File: config.mk
export PLATFORM = sky130hd
export DESIGN_NAME = ofs_status_regs
export DESIGN_NICKNAME = d
export VERILOG_FILES = /design/src/design/ofs_pkg.sv /design/src/design/ofs_status_regs.sv
export SDC_FILE = /design/constraint.sdc
export NUM_CORES = 1
export LEC_CHECK = 0
export BUFFER_PORTS_ARGS = -buffer_cell sky130_fd_sc_hd__buf_2
export CORE_MARGIN = 4
export CORE_UTILIZATION = 40
export CTS_BUF_LIST = sky130_fd_sc_hd__clkbuf_2
export DETAILED_ROUTE_END_ITERATION = 7
export GPL_TIMING_DRIVEN = 0
export PLACE_DENSITY = 0.73
export SYNTH_ARGS = -nofsm -noshare
export SYNTH_HDL_FRONTEND = slang
export SYNTH_SLANG_ARGS = --single-unit
File: constraint.sdc
create_clock -name clk -period 1 [get_ports clk]
set_clock_uncertainty 0.1 [all_clocks]
set_input_delay 0.2 -clock clk [delete_from_list [all_inputs] [get_ports clk]]
set_output_delay 0.2 -clock clk [all_outputs]
set_load 0.02 [all_outputs]
File: src/design/ofs_pkg.sv
// Purpose: constants for the output fault status register bank
// Assumes: byte-wide command-coded register access
// Notes: flag bit positions shared by design and bench
package ofs_pkg;
  localparam logic [7:0] CMD_VOUT_FLAGS = 8'h7A;
  localparam logic [7:0] CMD_IOUT_FLAGS = 8'h7B;
  localparam int VF_OVF = 7;
  localparam int VF_OVW = 6;
  localparam int VF_UVW = 5;
  localparam int VF_UVF = 4;
  localparam int VF_CLAMP = 3;
  localparam int IF_OCF = 7;
  localparam int IF_OCLV = 6;
  localparam int IF_OCW = 5;
  localparam int IF_UCF = 4;
  localparam logic [7:0] VOUT_FLAGS_RESET = 8'h00;
  localparam logic [7:0] IOUT_FLAGS_RESET = 8'h00;
  localparam logic [7:0] VOUT_W1C_MASK = 8'hF8;
  localparam logic [7:0] IOUT_W1C_MASK = 8'hB0;
  localparam logic [7:0] IOUT_LIVE_MASK = 8'hF0;
  // nonvolatile overcurrent mask default: zero lets the alert through
  localparam logic OC_MASK_NV_DEFAULT = 1'b0;
endpackage : ofs_pkg

File: src/design/ofs_status_regs.sv
// Purpose: latched output voltage/current fault status bytes
// Assumes: fault inputs are asynchronous levels from analog detectors
// Notes: single-byte read and write by command code
// Notes on behaviour
// voltage flags byte at its command code
// current flags byte at its command code
// alert mask never gates flag setting
// disable bit blocks matching flag
// flags stay latched after source goes
// clear-all, rail on, reset clear flags
// write one clears bit except current bit 6, zero keeps
// voltage byte bit layout, write-one-clear
// unused low bits read zero
// overvoltage fault after soft start sets warning
// overvoltage fault before soft start, no warning
// undervoltage fault also sets its warning
// setpoint limit violation sets clamp warning
// overcurrent fault latches current bit 7
// overcurrent warning latches current bit 5
// undercurrent fault latches current bit 4
// low voltage with overcurrent latches bit 6
// bit 6 cleared via undervoltage fault clear
// overcurrent masks share one stored bit
// run-time masks written independently
// stored bit tracks warning mask position
// set beats coincident clear
// flags set on synchronised rising edge
`timescale 1ns/1ps
`default_nettype none
module ofs_status_regs
  import ofs_pkg::*;
(
  input wire logic clk,
  input wire logic reset_n,
  input wire logic [7:0] cmdCode,
  input wire logic wrStrobe,
  input wire logic [7:0] wrData,
  output logic [7:0] rdData,
  input wire logic clearAll,
  input wire logic railTurnOn,
  input wire logic [4:0] voutEventIn,
  input wire logic [3:0] ioutEventIn,
  input wire logic softStartDone,
  input wire logic [4:0] voutDisable,
  input wire logic [3:0] ioutDisable,
  input wire logic maskWrStrobe,
  input wire logic [1:0] maskWrData,
  input wire logic maskRestore,
  input wire logic nvMaskIn,
  output logic [1:0] ocAlertMask,
  output logic nvMaskOut
);
  // voutEventIn: [4]ovf [3]ovw [2]uvw [1]uvf [0]clamp
  // ioutEventIn: [3]ocf [2]oclv [1]ocw [0]ucf
  logic [8:0] evSync1_ff;
  logic [8:0] evSync2_ff;
  logic [8:0] evLast_ff;
  logic ssSync1_ff;
  logic ssSync2_ff;
  logic [8:0] evRise;
  logic [7:0] voutFlags_ff;
  logic [7:0] nxt_voutFlags;
  logic [7:0] ioutFlags_ff;
  logic [7:0] nxt_ioutFlags;
  logic [7:0] voutSet;
  logic [7:0] ioutSet;
  logic [7:0] voutClr;
  logic [7:0] ioutClr;
  logic [1:0] ocMask_ff;
  logic nvStrapped_ff;
  logic railOnSync1_ff;
  logic railOnSync2_ff;
  logic railOnLast_ff;
  logic railOnRise;

  // two-flop synchronisers; first stage feeds only the second
  always_ff @(posedge clk or negedge reset_n) begin
    if (!reset_n) begin
      evSync1_ff <= 9'h000;
      evSync2_ff <= 9'h000;
      evLast_ff <= 9'h000;
      ssSync1_ff <= 1'b0;
      ssSync2_ff <= 1'b0;
    end else begin
      evSync1_ff <= {voutEventIn, ioutEventIn};
      evSync2_ff <= evSync1_ff;
      evLast_ff <= evSync2_ff;
      ssSync1_ff <= softStartDone;
      ssSync2_ff <= ssSync1_ff;
    end
  end

  // rail turn-on may come from the on/off pin, hence synchronised
  always_ff @(posedge clk or negedge reset_n) begin
    if (!reset_n) begin
      railOnSync1_ff <= 1'b0;
      railOnSync2_ff <= 1'b0;
      railOnLast_ff <= 1'b0;
    end else begin
      railOnSync1_ff <= railTurnOn;
      railOnSync2_ff <= railOnSync1_ff;
      railOnLast_ff <= railOnSync2_ff;
    end
  end
  assign railOnRise = railOnSync2_ff & ~railOnLast_ff;

  // rising edge detect
  assign evRise = evSync2_ff & ~evLast_ff;

  // mask not consulted here
  always_comb begin
    voutSet = 8'h00;
    ioutSet = 8'h00;
    // disables gate sets
    voutSet[VF_OVF] = evRise[8] & ~voutDisable[4];
    // ovf after soft start
    // fixed ovf skips warning
    voutSet[VF_OVW] = (evRise[7] & ~voutDisable[3])
                    | (voutSet[VF_OVF] & ssSync2_ff & ~voutDisable[3]);
    voutSet[VF_UVF] = evRise[5] & ~voutDisable[1];
    // uvf drags warning
    voutSet[VF_UVW] = (evRise[6] & ~voutDisable[2])
                    | (voutSet[VF_UVF] & ~voutDisable[2]);
    // clamp warning
    voutSet[VF_CLAMP] = evRise[4] & ~voutDisable[0];
    // overcurrent fault
    ioutSet[IF_OCF] = evRise[3] & ~ioutDisable[3];
    // low voltage overcurrent
    ioutSet[IF_OCLV] = evRise[2] & ~ioutDisable[2];
    // overcurrent warning
    ioutSet[IF_OCW] = evRise[1] & ~ioutDisable[1];
    // undercurrent fault
    ioutSet[IF_UCF] = evRise[0] & ~ioutDisable[0];
  end

  always_comb begin
    voutClr = 8'h00;
    ioutClr = 8'h00;
    // write-one clears
    if (wrStrobe && cmdCode == CMD_VOUT_FLAGS) begin
      voutClr = wrData & VOUT_W1C_MASK;
      // uvf clear also clears bit 6
      ioutClr[IF_OCLV] = wrData[VF_UVF];
    end
    if (wrStrobe && cmdCode == CMD_IOUT_FLAGS) begin
      ioutClr = ioutClr | (wrData & IOUT_W1C_MASK);
    end
    // clear-all and rail on
    if (clearAll || railOnRise) begin
      voutClr = 8'hFF;
      ioutClr = 8'hFF;
    end
  end

  // set wins over clear
  // hold until cleared
  assign nxt_voutFlags = ((voutFlags_ff & ~voutClr) | voutSet) & VOUT_W1C_MASK;
  assign nxt_ioutFlags = ((ioutFlags_ff & ~ioutClr) | ioutSet) & IOUT_LIVE_MASK;

  // power cycle clears
  always_ff @(posedge clk or negedge reset_n) begin
    if (!reset_n) begin
      voutFlags_ff <= VOUT_FLAGS_RESET;
      ioutFlags_ff <= IOUT_FLAGS_RESET;
    end else begin
      voutFlags_ff <= nxt_voutFlags;
      ioutFlags_ff <= nxt_ioutFlags;
    end
  end

  // command decode
  // command decode
  // low bits zero by masking
  always_comb begin
    unique case (cmdCode)
      CMD_VOUT_FLAGS: rdData = voutFlags_ff;
      CMD_IOUT_FLAGS: rdData = ioutFlags_ff;
      default: rdData = 8'h00;
    endcase
  end

  // restore waits one edge after reset so the stored bit is sampled, not reset-loaded
  always_ff @(posedge clk or negedge reset_n) begin
    if (!reset_n) begin
      nvStrapped_ff <= 1'b0;
    end else begin
      nvStrapped_ff <= 1'b1;
    end
  end

  // maskWrData: [1]ocf mask, [0]ocw mask
  always_ff @(posedge clk or negedge reset_n) begin
    if (!reset_n) begin
      ocMask_ff <= {OC_MASK_NV_DEFAULT, OC_MASK_NV_DEFAULT};
    // restore sets both alike
    end else if (!nvStrapped_ff || maskRestore) begin
      ocMask_ff <= {nvMaskIn, nvMaskIn};
    // independent run-time writes
    end else if (maskWrStrobe) begin
      ocMask_ff <= maskWrData;
    end
  end
  assign ocAlertMask = ocMask_ff;
  // save from warning position
  assign nvMaskOut = ocMask_ff[0];

  a_vout_clear_wr: assert property (@(posedge clk) disable iff (!reset_n)
    wrStrobe && cmdCode == CMD_VOUT_FLAGS && wrData[VF_OVF] && !voutSet[VF_OVF]
    |=> !voutFlags_ff[VF_OVF]) else $error("overvoltage flag not cleared");
  a_flag_latch_hold: assert property (@(posedge clk) disable iff (!reset_n)
    voutFlags_ff[VF_CLAMP] && !wrStrobe && !clearAll && !railOnRise
    |=> voutFlags_ff[VF_CLAMP]) else $error("clamp flag dropped");
  a_ovw_after_ss: assert property (@(posedge clk) disable iff (!reset_n)
    evRise[8] && !voutDisable[4] && !voutDisable[3] && ssSync2_ff
    |=> voutFlags_ff[VF_OVW]) else $error("warning missing after fault");
  a_uvf_sets_uvw: assert property (@(posedge clk) disable iff (!reset_n)
    $rose(voutFlags_ff[VF_UVF]) && !voutDisable[2] |-> voutFlags_ff[VF_UVW])
    else $error("undervolt warning missing");
  a_oclv_no_self: assert property (@(posedge clk) disable iff (!reset_n)
    wrStrobe && cmdCode == CMD_IOUT_FLAGS && !clearAll && !railOnRise
    && ioutFlags_ff[IF_OCLV] |=> ioutFlags_ff[IF_OCLV])
    else $error("bit 6 cleared by direct write");
  a_low_bits_zero: assert property (@(posedge clk) disable iff (!reset_n)
    voutFlags_ff[2:0] == 3'h0 && ioutFlags_ff[3:0] == 4'h0)
    else $error("reserved bits set");
  a_disable_blocks: assert property (@(posedge clk) disable iff (!reset_n)
    voutDisable[0] && !voutFlags_ff[VF_CLAMP] |=> !voutFlags_ff[VF_CLAMP])
    else $error("disabled flag set");
  a_set_beats_clr: assert property (@(posedge clk) disable iff (!reset_n)
    clearAll && ioutSet[IF_OCF] |=> ioutFlags_ff[IF_OCF])
    else $error("event lost on clear");
  a_clear_all: assert property (@(posedge clk) disable iff (!reset_n)
    clearAll && ioutSet == 8'h00 |=> ioutFlags_ff == 8'h00)
    else $error("clear-all failed");
  a_restore_equal: assert property (@(posedge clk) disable iff (!reset_n)
    maskRestore |=> ocAlertMask[1] == ocAlertMask[0])
    else $error("masks differ after restore");

  c_ovf_then_clear: cover property (@(posedge clk) disable iff (!reset_n)
    voutFlags_ff[VF_OVF] ##[1:20] !voutFlags_ff[VF_OVF]);
  c_oclv_cleared: cover property (@(posedge clk) disable iff (!reset_n)
    ioutFlags_ff[IF_OCLV] ##1 !ioutFlags_ff[IF_OCLV]);
  c_masks_differ: cover property (@(posedge clk) disable iff (!reset_n)
    ocAlertMask[1] != ocAlertMask[0]);
  c_set_meets_clear: cover property (@(posedge clk) disable iff (!reset_n)
    clearAll && (ioutSet != 8'h00));
  c_restore_ones: cover property (@(posedge clk) disable iff (!reset_n)
    maskRestore && nvMaskIn);

  // voltage byte readback
  a_vout_rd_map: assert property (@(posedge clk) disable iff (!reset_n)
    cmdCode == CMD_VOUT_FLAGS
    |-> rdData == voutFlags_ff)
    else $error("voltage byte readback wrong");
  // current byte readback
  a_iout_rd_map: assert property (@(posedge clk) disable iff (!reset_n)
    cmdCode == CMD_IOUT_FLAGS
    |-> rdData == ioutFlags_ff)
    else $error("current byte readback wrong");
  // foreign codes read zero
  a_other_rd_zero: assert property (@(posedge clk) disable iff (!reset_n)
    cmdCode != CMD_VOUT_FLAGS && cmdCode != CMD_IOUT_FLAGS
    |-> rdData == 8'h00)
    else $error("foreign code returned data");
  // voltage low bits zero
  a_rd_vout_low: assert property (@(posedge clk) disable iff (!reset_n)
    cmdCode == CMD_VOUT_FLAGS
    |-> rdData[2:0] == 3'h0)
    else $error("voltage low bits not zero");
  // current low bits zero
  a_rd_iout_low: assert property (@(posedge clk) disable iff (!reset_n)
    cmdCode == CMD_IOUT_FLAGS
    |-> rdData[3:0] == 4'h0)
    else $error("current low bits not zero");
  // overvoltage fault sets
  a_ovf_sets: assert property (@(posedge clk) disable iff (!reset_n)
    evRise[8] && !voutDisable[4]
    |=> voutFlags_ff[VF_OVF])
    else $error("overvoltage fault flag missing");
  // undervolt fault pair
  a_uvf_pair: assert property (@(posedge clk) disable iff (!reset_n)
    evRise[5] && !voutDisable[1] && !voutDisable[2]
    |=> voutFlags_ff[VF_UVF] && voutFlags_ff[VF_UVW])
    else $error("undervolt fault pair missing");
  // early fault, no warning
  a_ovf_pre_ss: assert property (@(posedge clk) disable iff (!reset_n)
    evRise[8] && !evRise[7] && !ssSync2_ff && !voutFlags_ff[VF_OVW]
    |=> !voutFlags_ff[VF_OVW])
    else $error("warning set before soft start");
  // clamp warning sets
  a_clamp_sets: assert property (@(posedge clk) disable iff (!reset_n)
    evRise[4] && !voutDisable[0]
    |=> voutFlags_ff[VF_CLAMP])
    else $error("clamp warning missing");
  // overcurrent fault sets
  a_ocf_sets: assert property (@(posedge clk) disable iff (!reset_n)
    evRise[3] && !ioutDisable[3]
    |=> ioutFlags_ff[IF_OCF])
    else $error("overcurrent fault flag missing");
  // overcurrent warning sets
  a_ocw_sets: assert property (@(posedge clk) disable iff (!reset_n)
    evRise[1] && !ioutDisable[1]
    |=> ioutFlags_ff[IF_OCW])
    else $error("overcurrent warning flag missing");
  // undercurrent fault sets
  a_ucf_sets: assert property (@(posedge clk) disable iff (!reset_n)
    evRise[0] && !ioutDisable[0]
    |=> ioutFlags_ff[IF_UCF])
    else $error("undercurrent flag missing");
  // low voltage overcurrent sets
  a_oclv_sets: assert property (@(posedge clk) disable iff (!reset_n)
    evRise[2] && !ioutDisable[2]
    |=> ioutFlags_ff[IF_OCLV])
    else $error("bit 6 flag missing");
  // cleared via voltage byte
  a_oclv_uvf_clr: assert property (@(posedge clk) disable iff (!reset_n)
    wrStrobe && cmdCode == CMD_VOUT_FLAGS && wrData[VF_UVF] && !ioutSet[IF_OCLV]
    |=> !ioutFlags_ff[IF_OCLV])
    else $error("bit 6 not cleared by undervolt clear");
  // zero write keeps flag
  a_write_zero_keep: assert property (@(posedge clk) disable iff (!reset_n)
    wrStrobe && cmdCode == CMD_VOUT_FLAGS && !wrData[VF_OVF] && !clearAll
    && !railOnRise && voutFlags_ff[VF_OVF] |=> voutFlags_ff[VF_OVF])
    else $error("zero write cleared a flag");
  // rail on clears
  a_rail_on_clear: assert property (@(posedge clk) disable iff (!reset_n)
    railOnRise && voutSet == 8'h00
    |=> voutFlags_ff == 8'h00)
    else $error("rail turn-on did not clear");
  // disabled warning blocked
  a_ocw_disable: assert property (@(posedge clk) disable iff (!reset_n)
    ioutDisable[1] && !ioutFlags_ff[IF_OCW]
    |=> !ioutFlags_ff[IF_OCW])
    else $error("disabled warning set");
  // overcurrent fault holds
  a_ocf_hold: assert property (@(posedge clk) disable iff (!reset_n)
    ioutFlags_ff[IF_OCF] && !wrStrobe && !clearAll && !railOnRise
    |=> ioutFlags_ff[IF_OCF])
    else $error("overcurrent flag dropped");
  // run-time mask write
  a_mask_write: assert property (@(posedge clk) disable iff (!reset_n)
    maskWrStrobe && !maskRestore && nvStrapped_ff
    |=> ocAlertMask == $past(maskWrData))
    else $error("mask write lost");
  // restore from stored bit
  a_restore_value: assert property (@(posedge clk) disable iff (!reset_n)
    maskRestore
    |=> nvMaskOut == $past(nvMaskIn))
    else $error("stored bit not restored");
  // held level sets once
  a_level_once: assert property (@(posedge clk) disable iff (!reset_n)
    evSync2_ff[4] && evLast_ff[4]
    |-> !voutSet[VF_CLAMP])
    else $error("held level set again");
endmodule : ofs_status_regs
`default_nettype wire

# Word level (Yosys, flattened, before mapping)
# Cells that the tools add are included.
# op_classes
bitwise	34
n_mux	8
reduce_logical	6
eq_ne	2
# op_table
op	count
8-bit 2-to-1 mux	4
8-bit bitwise AND	2
8-bit by 7-bit equality test with 1-bit output, second input constant	2
8-bit NOT	2
8-bit bitwise OR	2
8-bit one-hot mux with 2 select lines	1
1-bit bitwise AND	13
1-bit NOT	10
9-bit bitwise AND	1
9-bit NOT	1
7-bit by 8-bit bitwise OR with 8-bit output	1
2-bit 2-to-1 mux	2
1-bit logical AND	2
1-bit logical OR	2
1-bit bitwise OR	2
2-bit nonzero test	1
1-bit logical NOT	1
1-bit 2-to-1 mux	1
# word_totals
regBits	44
elab_cells	62
in_bits	45

# Depth between registers and ports, before layout
# logic_depth
ltp_word	9
depth_mapped	4

# Worst setup path after synthesis
# OpenSTA, ideal clock, no wires.
# synth_timing
kind	in2out
from	input cmdCode[7]
to	output rdData[3]
arrival_ns	1.004
path_buffers	0
stages	2
slack_ns	-0.304
path_cell_list	nand4b_2 -> nor3_1
# synth_via
elab_chain_len	2
# synth_lines
element	line	source
start: declaration	ofs_status_regs.sv:35	input wire logic [7:0] cmdCode,
8-bit by 7-bit equality test with 1-bit output	ofs_status_regs.sv:175	unique case (cmdCode)
8-bit one-hot mux with 2 select lines *	ofs_status_regs.sv:175	
end: declaration	ofs_status_regs.sv:38	output logic [7:0] rdData,
# Mark *: on every way between the ends. The rest lies on a longest branch, timed or not.

# Worst setup path in the final report
# layout_timing
from	register ioutFlags_ff[6]
to	output rdData[6]
# layout_via
elab_chain_len	1
# layout_lines
element	line	source
start: declaration	ofs_status_regs.sv:63	logic [7:0] ioutFlags_ff;
start signal: assignment	ofs_status_regs.sv:167	ioutFlags_ff <= nxt_ioutFlags;
8-bit one-hot mux with 2 select lines	ofs_status_regs.sv:175	
# Every way passes these cells.

==> qor.csv <==
metric,value,unit
Post-DP Area,1930,sq um
Arrival @ worst endpoint,1.25,ns
Mapped Cells,114,
first-pass GRT wire length,5.58,mm
H-tree levels,2,
Setup crit end kind,output pin,
vias in the first global route,1217,
sequential fraction of the synthesis area,0.714,
mux cell area share after synthesis,0.0130,
worst skew pair latency,0.41,ns
Post-synth EDFFs,0,
setup violators final,14,
RSZ-0062 raised after global routing,yes,
share of cells above drive strength 1,0.438,
largest net degree at the start of global routing,45,
final instance area,2430,sq um
f_max,644,MHz
delay of the slowest critical-path stage,0.46,ns
post-synthesis cell area,1540,sq um
Core Area,3690,sq um
min cycle time layout,1.55,ns
HP Class,primary input to async pin,
FF-to-FF path depth,2,
Synth cell types,25,
worst r2r src,railOnSync2_ff,
Iter 0 DRT Violations,38,
WL/cell,13.7,um
CTS tree,built,
vias,1179,
Compound-Gate Fraction of Synth Area,0.106,
fill cell count,287,
total global routing overflow,0,
initial antenna violation count,0,
"CP delay by family, top",flip-flops,
Routed Wire Length,3.45,mm
Max rail drop VDD,0.000861,V
Synth Area in XOR/XNOR,0,
largest family of logic cells by synthesized area,simple AND/OR/NAND/NOR gates,
CTS root buffer,clkbuf_2,
max-slew violations,0,
slack of the critical path,-0.553,ns
Worst-Margin Slew,0.930,ns
CP cell instances,"a22o_4, buf_6",
leakage,1.17,nW
Critical Path Slowest Stage Cell,dfrtp_1,
failing checks,"negative hold slack, negative setup slack",
ys flop type,dfrtp_1,
flop-to-flop setup slack,-0.18,ns
synth warn,0,
synthesis-stage register bit count,44,
gpl congestion,0.845,
Simple-Gate Fraction of Synth Area,0.107,
WP buf/inv,1,
Tcrit/Tclk final,1.55,
I/O pins,56,
Synth async-reset ratio,1.00,
ANT nets after route,0,
clock sinks,44,
Die Y-Extent,70.1,um
worst path required time,0.70,ns
power per standard cell area,1390,nW/um^2
Final Hold Fails,44,
# diodes,0,
NumNets Final,247,
Rows,22,
CP Max Fanout,2,
die area,4910,sq um
Worst-path clk slew,0.23,ns
CTS buffer count,5,
max-capacitance violation count,0,
Pwr Total,0.00337,W
Port Buffer Count,48,
Worst Setup Start Kind,register,
r2r endpoint,voutFlags_ff[5],
Util after Layout,0.658,
Hold Worst Slack,-0.211,ns
First-pass DRT Iterations,4,
Avg Inst Size Synth,13.5,sq um
outcome,finished with violations,
DR DRC count,0,
Initial Util,0.418,
CP Class,register to output pin,
Post-Synth Adder-Cell Area,0,
Max clock buf depth,2,
layout overhead on the synthesized area,57.5,%
DPL Wire Length,2.27,mm
Rel. slew slack,0.380,
Total GRT Usage,0.148,
Chip Width,70.1,um
Vias/cell,4.70,
[cells in the final DEF, fill, tap and decap left out, drive strengths merged, types with 3 or more instances in the layout]
cell	instances
conb	4
dlygate4sd3	24
inv	11
nor3	6
buf	61
o32ai	4
dfrtp	44
a22o	4
nor2	6
nand2	7
clkbuf	5
nand4	3
a32o	3
[through the flow]
| stage | instances | setup TNS (ns) | setup WS, ns |
|---|---|---|---|
| after floorplan | 116 | -0.866 | -0.172 |
| after global placement | 212 | -5.22 | -0.428 |
| after detailed placement | 212 | -8.66 | -0.439 |
| after CTS | 247 | -4.55 | -0.552 |
| after global routing | 251 | -5.45 | -0.619 |
| final | 251 | -4.46 | -0.553 |
[layer usage]
metal  routed length (um)  GRT usage
met1                 1400      0.181
met5                    0          0
met3                  285     0.0604
met2                 1730      0.241
met4                   29     0.0383
[Yosys cell counts (2+ instances only)]
| master | count | area [sq um] |
|---|---|---|
| nand4_1 | 3 | 18.8 |
| a21oi_1 | 2 | 10.0 |
| buf_4 | 5 | 37.5 |
| o32ai_1 | 4 | 35.0 |
| a32o_1 | 3 | 30.0 |
| o31ai_1 | 2 | 15.0 |
| nor2_1 | 5 | 18.8 |
| and4b_1 | 2 | 20.0 |
| mux2i_1 | 2 | 20.0 |
| a22o_1 | 4 | 35.0 |
| a31oi_1 | 2 | 12.5 |
| dfrtp_1 | 44 | 1100 |
| inv_1 | 11 | 41.3 |
| nand2b_1 | 2 | 12.5 |
| nor3_1 | 6 | 30.0 |
| nand2_1 | 7 | 26.3 |
| conb_1 | 2 | 7.51 |
[flip-flops by register name (all words and copies together), names as in the netlist]
name and count:
railOnSync1_ff 1, railOnSync2_ff 1, ocAlertMask 2, ssSync1_ff 1
railOnLast_ff 1, evSync2_ff 9, nvStrapped_ff 1, voutFlags_ff 5
evLast_ff 9, ssSync2_ff 1, evSync1_ff 9, ioutFlags_ff 4
[final cells by class]
cell class	instances	area (sq um)	area share
buffer	6	48.8	0.0201
sequential	44	1100	0.454
inverter	11	41.3	0.0170
clock buffer	5	25.0	0.0103
tap	48	60.1	0.0247
multi-input combinational	55	518	0.213
timing repair buffer	79	591	0.243
clock inverter	3	42.5	0.0175
[worst max path at each step]
stage / cells past startpoint / start / to
floorplan: 3 / cmdCode[1] / rdData[4]
detailed placement: 5 / cmdCode[5] / rdData[4]
CTS: 2 / ioutFlags_ff[6] / rdData[6]
finish: 2 / ioutFlags_ff[6] / rdData[6]
global placement: 5 / cmdCode[5] / rdData[4]
global route: 2 / ioutFlags_ff[6] / rdData[6]
[report_power, final]
group	switching, W	total, W	internal (W)
logic	0.000192	0.000446	0.000253
clock network	0.000564	0.000981	0.000417
registers	0.0000566	0.00194	0.00188
total	0.000813	0.00337	0.00255
[cell families after synthesis]
group	count (synthesis)
buffers and inverters	17
AOI/OAI and AO/OA	20
other	2
and+or+nand+nor	29
muxes	2
DFF	44
[timing repair]
item / in CTS / in global routing
hold buffers: 23 / 1
endpoints found under the setup margin: 17 / 18
setup buffers: 4 / 4
hold endpoints to repair: 66 / 45
pin swaps: 7 / 3
gates resized for setup: 28 / 4
Power figures use the tool's default switching activity.
